`src/tss_pkg.sv`:
```
// Constants, field layout and types shared by the tilt sensor serial slave
package tss_pkg;

	// Sample and command widths
	localparam int ACCEL_W = 11;
	localparam int TEMP_W = 8;
	localparam int CMD_W = 8;
	localparam int CMD_CNT_W = 3;
	localparam int TX_CNT_W = 4;

	// Packed converter word: {temperature, channel 2, channel 1}
	localparam int CH1_LSB = 0;
	localparam int CH2_LSB = 11;
	localparam int TEMP_LSB = 22;
	localparam int SAMPLE_W = 30;

	// Command codes
	localparam logic [7:0] MEASURE_MODE_CMD = 8'h00;
	localparam logic [7:0] READ_TEMPERATURE_CMD = 8'h08;
	localparam logic [7:0] SELF_TEST_CH1_CMD = 8'h0E;
	localparam logic [7:0] SELF_TEST_CH2_CMD = 8'h0F;
	localparam logic [7:0] READ_ACCEL_CH1_CMD = 8'h10;
	localparam logic [7:0] READ_ACCEL_CH2_CMD = 8'h11;

	// Sample register reset values and output limits
	localparam logic [10:0] ACCEL_RESET = 11'h400;
	localparam logic [7:0] TEMP_RESET = 8'h00;
	localparam logic [10:0] ACCEL_RANGE_MIN = 11'h066;
	localparam logic [10:0] ACCEL_RANGE_MAX = 11'h799;
	localparam logic [10:0] ACCEL_FAIL_LOW = 11'h000;
	localparam logic [10:0] ACCEL_FAIL_HIGH = 11'h7FF;

	// Timing
	localparam int CLK_PERIOD_NS = 10;
	localparam int RELOAD_PERIOD_NS = 150000;
	localparam int RELOAD_CYCLES = RELOAD_PERIOD_NS / CLK_PERIOD_NS;

	// Buffering
	localparam int FIFO_DEPTH = 8;

	typedef enum logic [1:0]
	{
		SPI_IDLE,
		SPI_CMD,
		SPI_DATA,
		SPI_BAD
	} tss_spi_state_type;

endpackage : tss_pkg

```
`src/tss_fifo_if.sv`:
```
// Valid/ready carrier between the slave and its sample FIFO
`timescale 1ns/10ps
`default_nettype none
interface tss_fifo_if
#(
	parameter int WIDTH = 30
);
	logic in_valid;
	logic in_ready;
	logic [WIDTH-1:0] in_data;
	logic out_valid;
	logic out_ready;
	logic [WIDTH-1:0] out_data;

	modport store
	(
		input in_valid,
		input in_data,
		input out_ready,
		output in_ready,
		output out_valid,
		output out_data
	);

	modport user
	(
		output in_valid,
		output in_data,
		output out_ready,
		input in_ready,
		input out_valid,
		input out_data
	);
endinterface : tss_fifo_if
`default_nettype wire

```
`src/tss_fifo.sv`:
```
// Sample FIFO with registered read data and registered input ready
`timescale 1ns/10ps
`default_nettype none
module tss_fifo
	import tss_pkg::*;
#(
	parameter int WIDTH = SAMPLE_W,
	parameter int DEPTH = FIFO_DEPTH
)
(
	// Clock and reset
	input wire logic clock,
	input wire logic rst,
	// Both sides
	tss_fifo_if.store port
);
	localparam int PW = $clog2(DEPTH);
	localparam int CW = $clog2(DEPTH + 1);

	logic [WIDTH-1:0] mem [DEPTH];
	logic [PW-1:0] wr_ptr_r;
	logic [PW-1:0] rd_ptr_r;
	logic [CW-1:0] count_r;
	logic [CW-1:0] count_nxt;
	logic in_ready_r;
	logic out_valid_r;
	logic [WIDTH-1:0] out_data_r;

	wire push = port.in_valid & in_ready_r;
	// Refill the output register when it is empty or being taken
	wire pop = (count_r != '0) & (~out_valid_r | port.out_ready);

	assign count_nxt = count_r + CW'(push) - CW'(pop);
	assign port.in_ready = in_ready_r;
	assign port.out_valid = out_valid_r;
	assign port.out_data = out_data_r;

	always_ff @(posedge clock)
	begin
		if (push)
			mem[wr_ptr_r] <= port.in_data;
	end

	always_ff @(posedge clock)
	begin
		if (rst)
		begin
			wr_ptr_r <= '0;
			rd_ptr_r <= '0;
			count_r <= '0;
			in_ready_r <= 1'b0;
			out_valid_r <= 1'b0;
			out_data_r <= '0;
		end
		else
		begin
			if (push)
				wr_ptr_r <= wr_ptr_r + PW'(1);
			if (pop)
			begin
				rd_ptr_r <= rd_ptr_r + PW'(1);
				out_data_r <= mem[rd_ptr_r];
				out_valid_r <= 1'b1;
			end
			else if (port.out_ready)
				out_valid_r <= 1'b0;
			count_r <= count_nxt;
			in_ready_r <= (count_nxt < CW'(DEPTH));
		end
	end

endmodule : tss_fifo
`default_nettype wire

```
`src/tss_spi_slave.sv`:
```
// Serial slave of a dual-channel tilt sensor with sample registers
`timescale 1ns/10ps
`default_nettype none
module tss_spi_slave
	import tss_pkg::*;
#(
	parameter int RELOAD_COUNT = RELOAD_CYCLES,
	parameter int SAMPLE_DEPTH = FIFO_DEPTH
)
(
	// Clock and reset
	input wire logic clock,
	input wire logic rst,
	// Serial pins
	input wire logic sclk,
	input wire logic chip_select_n,
	input wire logic mosi,
	output logic miso,
	output logic miso_oe_n,
	// Self test pins
	input wire logic self_test_pin_ch1,
	input wire logic self_test_pin_ch2,
	// Converter samples
	input wire logic sample_valid,
	input wire logic [SAMPLE_W-1:0] sample_data,
	output logic sample_ready,
	// Failure detection
	input wire logic interconnect_fail,
	input wire logic parity_error,
	output logic nvm_reload,
	output logic memory_fault,
	// Mode
	output logic self_test_ch1_en,
	output logic self_test_ch2_en,
	output logic measure_mode
);

	////////////////////////////////////////////////////////////////////////
	// Helpers

	function automatic logic [ACCEL_W-1:0] shape_accel
	(
		input logic [ACCEL_W-1:0] raw,
		input logic link_fail,
		input logic mem_fail
	);
		logic [ACCEL_W-1:0] v;
		v = raw;
		if (mem_fail)
			v = ACCEL_FAIL_LOW;
		else if (link_fail)
			v = ACCEL_FAIL_HIGH;
		else if (raw < ACCEL_RANGE_MIN)
			v = ACCEL_RANGE_MIN;
		else if (raw > ACCEL_RANGE_MAX)
			v = ACCEL_RANGE_MAX;
		return v;
	endfunction : shape_accel

	localparam int RCW = $clog2(RELOAD_COUNT + 1);

	////////////////////////////////////////////////////////////////////////
	// Pin synchronisers

	logic [1:0] sck_sync_r;
	logic [1:0] cs_sync_r;
	logic [1:0] mosi_sync_r;
	logic [1:0] st1_sync_r;
	logic [1:0] st2_sync_r;
	logic sck_prev_r;
	logic cs_prev_r;

	always_ff @(posedge clock)
	begin
		if (rst)
		begin
			sck_sync_r <= 2'h0;
			cs_sync_r <= 2'h3;
			mosi_sync_r <= 2'h0;
			st1_sync_r <= 2'h0;
			st2_sync_r <= 2'h0;
			sck_prev_r <= 1'b0;
			cs_prev_r <= 1'b1;
		end
		else
		begin
			sck_sync_r <= {sck_sync_r[0], sclk};
			cs_sync_r <= {cs_sync_r[0], chip_select_n};
			mosi_sync_r <= {mosi_sync_r[0], mosi};
			st1_sync_r <= {st1_sync_r[0], self_test_pin_ch1};
			st2_sync_r <= {st2_sync_r[0], self_test_pin_ch2};
			sck_prev_r <= sck_sync_r[1];
			cs_prev_r <= cs_sync_r[1];
		end
	end

	wire sck_s = sck_sync_r[1];
	wire cs_n_s = cs_sync_r[1];
	wire mosi_s = mosi_sync_r[1];
	wire sck_rise = sck_s & ~sck_prev_r;
	wire sck_fall = ~sck_s & sck_prev_r;
	wire cs_fall = ~cs_n_s & cs_prev_r;
	wire cs_rise = cs_n_s & ~cs_prev_r;

	////////////////////////////////////////////////////////////////////////
	// Sample FIFO and periodic reload

	tss_fifo_if #(.WIDTH(SAMPLE_W)) fifo_bus ();

	tss_fifo
	#(
		.WIDTH(SAMPLE_W),
		.DEPTH(SAMPLE_DEPTH)
	)
	i_tss_fifo
	(
		.clock(clock),
		.rst(rst),
		.port(fifo_bus.store)
	);

	logic [RCW-1:0] reload_cnt_r;
	logic [ACCEL_W-1:0] channel1_accel_sample_r;
	logic [ACCEL_W-1:0] channel2_accel_sample_r;
	logic [TEMP_W-1:0] temperature_sample_r;
	tss_spi_state_type state_r;
	tss_spi_state_type state_nxt;

	wire reload_tick = (reload_cnt_r == RCW'(RELOAD_COUNT - 1));
	// Only pull a sample while deselected, so a read never sees a torn word
	wire reload_take = reload_tick & cs_n_s & (state_r == SPI_IDLE)
		& fifo_bus.out_valid;

	assign fifo_bus.in_valid = sample_valid;
	assign fifo_bus.in_data = sample_data;
	assign fifo_bus.out_ready = reload_take;
	// Ready is a flop inside the FIFO, so the stall reaches the converter
	assign sample_ready = fifo_bus.in_ready;

	always_ff @(posedge clock)
	begin
		if (rst || reload_tick)
			reload_cnt_r <= '0;
		else
			reload_cnt_r <= reload_cnt_r + RCW'(1);
	end

	always_ff @(posedge clock)
	begin
		if (rst)
		begin
			channel1_accel_sample_r <= ACCEL_RESET;
			channel2_accel_sample_r <= ACCEL_RESET;
			temperature_sample_r <= TEMP_RESET;
		end
		else if (reload_take)
		begin
			channel1_accel_sample_r <=
				fifo_bus.out_data[CH1_LSB +: ACCEL_W];
			channel2_accel_sample_r <=
				fifo_bus.out_data[CH2_LSB +: ACCEL_W];
			temperature_sample_r <=
				fifo_bus.out_data[TEMP_LSB +: TEMP_W];
		end
	end

	////////////////////////////////////////////////////////////////////////
	// Failure detection

	logic parity_seen_r;
	logic nvm_reload_r;
	logic memory_fault_r;

	always_ff @(posedge clock)
	begin
		if (rst)
		begin
			parity_seen_r <= 1'b0;
			nvm_reload_r <= 1'b0;
			memory_fault_r <= 1'b0;
		end
		else
		begin
			nvm_reload_r <= parity_error & ~parity_seen_r;
			if (parity_error)
				parity_seen_r <= 1'b1;
			if (parity_error && parity_seen_r)
				memory_fault_r <= 1'b1;
		end
	end

	assign nvm_reload = nvm_reload_r;
	assign memory_fault = memory_fault_r;

	////////////////////////////////////////////////////////////////////////
	// Command decode

	logic [CMD_W-1:0] cmd_r;
	logic [CMD_CNT_W-1:0] bit_cnt_r;
	logic [ACCEL_W-1:0] tx_r;
	logic [TX_CNT_W-1:0] tx_left_r;

	// The byte as it stands once the eighth bit is in
	wire [CMD_W-1:0] cmd_full = {cmd_r[CMD_W-2:0], mosi_s};
	wire cmd_last = (state_r == SPI_CMD) & sck_rise
		& (bit_cnt_r == CMD_CNT_W'(CMD_W - 1));
	wire is_measure_mode_cmd = (cmd_full == MEASURE_MODE_CMD);
	wire is_temp = (cmd_full == READ_TEMPERATURE_CMD);
	wire is_st1 = (cmd_full == SELF_TEST_CH1_CMD);
	wire is_st2 = (cmd_full == SELF_TEST_CH2_CMD);
	wire is_acc1 = (cmd_full == READ_ACCEL_CH1_CMD);
	wire is_acc2 = (cmd_full == READ_ACCEL_CH2_CMD);
	wire cmd_valid = is_measure_mode_cmd | is_temp | is_st1 | is_st2 | is_acc1 | is_acc2;

	wire [ACCEL_W-1:0] acc1_out = shape_accel(channel1_accel_sample_r,
		interconnect_fail, memory_fault_r);
	wire [ACCEL_W-1:0] acc2_out = shape_accel(channel2_accel_sample_r,
		interconnect_fail, memory_fault_r);

	// Temperature sits left-aligned so the same MSB tap serves both widths
	wire [ACCEL_W-1:0] tx_load =
		is_temp ? {temperature_sample_r, (ACCEL_W - TEMP_W)'(0)} :
		is_acc1 ? acc1_out :
		is_acc2 ? acc2_out :
		'0;
	wire [TX_CNT_W-1:0] tx_len =
		is_temp ? TX_CNT_W'(TEMP_W) :
		(is_acc1 | is_acc2) ? TX_CNT_W'(ACCEL_W) :
		'0;

	////////////////////////////////////////////////////////////////////////
	// Transaction state

	always_comb
	begin
		state_nxt = state_r;
		case (state_r)
			SPI_IDLE:
			begin
				if (cs_fall)
					state_nxt = SPI_CMD;
			end
			SPI_CMD:
			begin
				if (cs_n_s)
					state_nxt = SPI_IDLE;
				else if (cmd_last)
					state_nxt = cmd_valid ? SPI_DATA : SPI_BAD;
			end
			SPI_DATA:
			begin
				if (cs_n_s)
					state_nxt = SPI_IDLE;
			end
			SPI_BAD:
			begin
				// Only a fresh select restarts the link
				if (cs_n_s)
					state_nxt = SPI_IDLE;
			end
			default:
				state_nxt = SPI_IDLE;
		endcase
	end

	always_ff @(posedge clock)
	begin
		if (rst)
			state_r <= SPI_IDLE;
		else
			state_r <= state_nxt;
	end

	always_ff @(posedge clock)
	begin
		if (rst || cs_n_s || cs_rise)
		begin
			cmd_r <= '0;
			bit_cnt_r <= '0;
		end
		else if (state_r == SPI_CMD && sck_rise)
		begin
			cmd_r <= cmd_full;
			bit_cnt_r <= bit_cnt_r + CMD_CNT_W'(1);
		end
	end

	////////////////////////////////////////////////////////////////////////
	// Output shifter

	logic miso_r;
	logic miso_oe_n_r;

	always_ff @(posedge clock)
	begin
		if (rst || cs_n_s)
		begin
			tx_r <= '0;
			tx_left_r <= '0;
			miso_r <= 1'b0;
		end
		else if (cmd_last)
		begin
			tx_r <= tx_load;
			tx_left_r <= tx_len;
		end
		else if (state_r == SPI_DATA && sck_fall)
		begin
			// Input bits in this phase are clocked but never stored
			if (tx_left_r != '0)
			begin
				miso_r <= tx_r[ACCEL_W-1];
				tx_r <= {tx_r[ACCEL_W-2:0], 1'b0};
				tx_left_r <= tx_left_r - TX_CNT_W'(1);
			end
			else
				miso_r <= 1'b0;
		end
	end

	always_ff @(posedge clock)
	begin
		if (rst)
			miso_oe_n_r <= 1'b1;
		else
			miso_oe_n_r <= cs_n_s | (state_nxt == SPI_BAD)
				| (state_nxt == SPI_IDLE);
	end

	assign miso = miso_r;
	assign miso_oe_n = miso_oe_n_r;

	////////////////////////////////////////////////////////////////////////
	// Self test and mode

	logic st_cmd_ch1_r;
	logic st_cmd_ch2_r;
	logic self_test_ch1_en_r;
	logic self_test_ch2_en_r;
	logic measure_mode_r;

	always_ff @(posedge clock)
	begin
		if (rst)
		begin
			st_cmd_ch1_r <= 1'b0;
			st_cmd_ch2_r <= 1'b0;
		end
		else if (cmd_last)
		begin
			if (is_measure_mode_cmd)
			begin
				st_cmd_ch1_r <= 1'b0;
				st_cmd_ch2_r <= 1'b0;
			end
			if (is_st1)
				st_cmd_ch1_r <= 1'b1;
			if (is_st2)
				st_cmd_ch2_r <= 1'b1;
		end
	end

	// Both channels may show enabled if the master breaks the one-at-a-time
	// limit; the block passes that through rather than guessing a winner
	always_ff @(posedge clock)
	begin
		if (rst)
		begin
			self_test_ch1_en_r <= 1'b0;
			self_test_ch2_en_r <= 1'b0;
			measure_mode_r <= 1'b1;
		end
		else
		begin
			self_test_ch1_en_r <= st_cmd_ch1_r | st1_sync_r[1];
			self_test_ch2_en_r <= st_cmd_ch2_r | st2_sync_r[1];
			measure_mode_r <= ~(st_cmd_ch1_r | st1_sync_r[1]
				| st_cmd_ch2_r | st2_sync_r[1]);
		end
	end

	assign self_test_ch1_en = self_test_ch1_en_r;
	assign self_test_ch2_en = self_test_ch2_en_r;
	assign measure_mode = measure_mode_r;

endmodule : tss_spi_slave
`default_nettype wire

```
`config.mk`:
```
export PLATFORM = sky130hd
export DESIGN_NAME = tss_spi_slave
export DESIGN_NICKNAME = d
export VERILOG_FILES = /design/src/tss_pkg.sv /design/src/tss_fifo_if.sv /design/src/tss_fifo.sv /design/src/tss_spi_slave.sv
export SDC_FILE = /design/constraint.sdc
export NUM_CORES = 1
export LEC_CHECK = 0
export BUFFER_PORTS_ARGS = -buffer_cell sky130_fd_sc_hd__buf_2
export CAP_MARGIN = 10
export CORE_ASPECT_RATIO = 0.7
export CORE_MARGIN = 8
export CORE_UTILIZATION = 61
export CTS_CLUSTER_DIAMETER = 80
export CTS_CLUSTER_SIZE = 24
export DETAILED_ROUTE_END_ITERATION = 10
export GPL_TIMING_DRIVEN = 1
export PLACE_DENSITY = 0.89
export RECOVER_POWER = 25
export SLEW_MARGIN = 15
export SYNTH_ARGS = -nofsm -noshare
export SYNTH_HDL_FRONTEND = slang
export SYNTH_SLANG_ARGS = --single-unit
```
`constraint.sdc`:
```
create_clock -name clock -period 4.3 [get_ports clock]
set_input_delay 0.215 -clock clock [delete_from_list [all_inputs] [get_ports clock]]
set_output_delay 0.215 -clock clock [all_outputs]
set_load 0.005 [all_outputs]
```
==> flow_summary.yaml <==
run_status:
  outcome: "finished, final reports clean"
die:
  core_area_um2: 23580
  die_w_um: 201.0
  dieArea_um2: 29250
  start_util_pct: 61.98
  die_h_um: 145.5
  ios: 48
  rows: 47
timing:
  tightest_slew_ns: 1.192
  report.final.setup_viol: 0
  slew_viol_final: 0
  relSlewSlack_pct: 20.34
  tns_ns: 0
  finClkSkew_ns: 0.02474
  fmax_mhz: 322.7
  hold_violations: 0
  layout_min_cycle_time_ns: 3.099
  fin_crit_sh_pct: 72.07
  rsz0062_at_grt: "no"
critical_path:
  end_kind: "flop"
  critPathMaxStageDelay_ns: 0.52
  crit_slowest_cell: "or4_4"
  r2r_slack_ns: 1.20
  worstPathMaxFanout: 33
  path_class: "reg2reg"
  worstPathCellList: "ha_1 > nand2_1 > or4_4 > o21ai_2 > and2_1 > buf_4 > ha_1 > inv_1 > ha_1 > a21o_1 > a21oi_1 > xnor2_1 > and2_1"
  worstPathBufferInverterCount: 2
  cpLargestDelayFamily: "simple AND/OR/NAND/NOR gates"
  cp.required_ns: 4.76
  startpoint_type: "flop"
  crit_arrival_ns: 3.56
  crit_top_cell: "ha_1"
synth:
  ys_seq_elements: 375
  synth_top_area_cell: "edfxtp_1"
  synth_area_um2: 14620
  synth_commonest_cells: "edfxtp_1, dfxtp_1, nor2_1"
  yosysSeqAreaShare_pct: 67.80
  synthSimpleGateAreaFrac_pct: 7.174
  ys.flop_type: "edfxtp_1"
  yosysWarningCount: 0
  synth_adder_area_share_pct: 1.079
  syn_nets: 1029
  synth_top_family_by_area: "multiplexers"
  synth.distinct_cells: 61
  ys_top_cells_by_area: "edfxtp_1, dfxtp_1, mux4_2"
  yosysTopAreaCellShare_pct: 49.31
  syn_inst: 977
  synth-compound-area-share_pct: 7.106
  synth_mux_area_share_pct: 13.71
  async_flop_share_pct: 0
  synth_most_common_cell: "edfxtp_1"
  synth_edf_count: 240
  avgSynthCellArea_um2: 14.96
  synth_xor_area_share_pct: 1.139
place:
  gp_congestion: 0.8444
  port_buffers: 47
  hpwl_um: 18000
route:
  antenna_left: 0
  drt_pass1_iterations: 5
  drc: 0
  drt_wl_total_um: 29140
  wl_per_cell_um: 21.20
  drt_iter0_markers: 822
  vias: 8457
  viasPerCell: 6.155
hold_path:
  min_path_type: "in2reg"
global_routing:
  grt_max_degree: 90
  grt_pass1_wl_um: 45690
  globalRouteTotalUtil_pct: 19.25
  grt_overflow: 0
  first_global_vias: 8353
  antenna_found_initial: 0
clock_tree:
  clkLatencyLatePin_ns: 0.52
  numCtsBuffers: 19
  clk_path_buf_depth: 3
  cts.sinks: 375
  cts_repair_resize_count: 0
  htree_levels: 1
  clkTransAtPathRegs_ns: 0.10
  cts_tree: "built"
  root_buffer: "clkbuf_16"
pwr:
  ir_drop_mv: 0.3112
  p_leak_nw: 5.391
  p_per_area_nw_per_um2: 479.1
layout:
  antenna_cells: 0
  area_growth_pct: 10.26
  drive_gt1_share_pct: 14.20
  post-route-util_pct: 68.33
  nets: 1096
job:
  cap_violations: 0
[worst reg2reg max path: stages, from the launching register on]
cell and delay, ns:
dfxtp_1 0.36, ha_1 0.22, nand2_1 0.11, or4_4 0.52
o21ai_2 0.16, and2_1 0.13, buf_4 0.34, ha_1 0.21
inv_1 0.06, ha_1 0.27, a21o_1 0.18, a21oi_1 0.17
xnor2_1 0.17, and2_1 0.15
[layout make-up]
cell class | count | area (µm²)
Multi-Input combinational cell | 535 | 4476
Timing Repair Buffer | 101 | 744.5
Inverter | 12 | 45.04
Clock inverter | 1 | 11.26
Fill cell | 1550 | 7467
Clock buffer | 32 | 524.3
Tap cell | 318 | 397.9
Sequential cell | 375 | 9916
[where the power goes]
group / internal, mW / switching (mW)
clock network: 0.848 / 1.06
logic: 0.763 / 0.717
registers: 4.06 / 0.277
total: 5.67 / 2.05
[per-stage QoR]
step | worst slack, ns | cells | cell area (µm²) | hold WS [ns] | power [mW]
finish | 1.201 | 1374 | 16110 | 0.05126 | 7.720
floorplan | 1.037 | 977 | 14620 | 0.3139 | 5.446
detailed placement | 1.183 | 1303 | 15190 | 0.3983 | 5.860
CTS | 1.191 | 1372 | 16090 | 0.04019 | 7.751
global placement | 1.320 | 1303 | 15190 | 0.4002 | 5.765
global route | 1.025 | 1374 | 16110 | 0.06717 | 8.018
[metal layers]
| layer | up-vias | share of wire, % | track usage, % |
|---|---|---|---|
| met1 | 4265 | 43 | 26.94 |
| met4 | 0 | 1.9 | 4.073 |
| met5 | - | 0 | 0 |
| met3 | 45 | 6.8 | 2.958 |
| met2 | 298 | 49 | 31.78 |
| li1 | 3849 | - | - |
[sequential cells by signal, indices dropped and copies added (netlist names), 4 cells and up]
name,flops
i_tss_fifo.port.out_data,30
tx_left_r,4
channel2_accel_sample_r,11
reload_cnt_r,14
i_tss_fifo.count_r,4
temperature_sample_r,8
channel1_accel_sample_r,11
tx_r,11
cmd_r,7
i_tss_fifo.mem,240
[path summary, 6_finish.rpt]
path,startpoint,end,depth (start not counted)
setup / recovery,reload_cnt_r[0]$_SDFF_PP0_,i_tss_fifo.port.in_ready$_SDFF_PP0_,13
setup reg to reg,reload_cnt_r[0]$_SDFF_PP0_,i_tss_fifo.port.in_ready$_SDFF_PP0_,13
hold reg to reg,cs_sync_r[0]$_SDFF_PP1_,cs_sync_r[1]$_SDFF_PP1_,1
hold / removal,sample_valid,i_tss_fifo.wr_ptr_r[1]$_SDFFE_PP0P_,4
[logic make-up (layout without fill, tap and decap cells)]
group                    after synthesis  count (layout)
multiplexers                         125             125
AO/OA/AOI/OAI                        159             159
flip-flops                           375             375
AND/OR/NAND/NOR                      220             220
buffers and inverters                 67             146
adder cells (fa/ha/maj)               12              12
XOR/XNOR                              19              19
[cell usage in the layout, fill, tap and decap left out, drive strengths merged, types with 9 or more instances in the layout]
cell type    count
a211oi          43
a21oi           65
buf             44
clkbuf          53
dfxtp          135
dlygate4sd3     36
edfxtp         240
ha              11
inv             13
mux2i           64
mux4            60
nand2           58
nor2            85
nor2b           15
nor3             9
o21ai            9
xnor2           10
xor2             9
[repair_timing]
| item | CTS | global route |
|---|---|---|
| endpoints found under the hold margin | 247 | 0 |
| hold buffers | 36 | 0 |
| setup buffers | 0 | 0 |
Note: power is estimated with default switching activity, not from simulation.
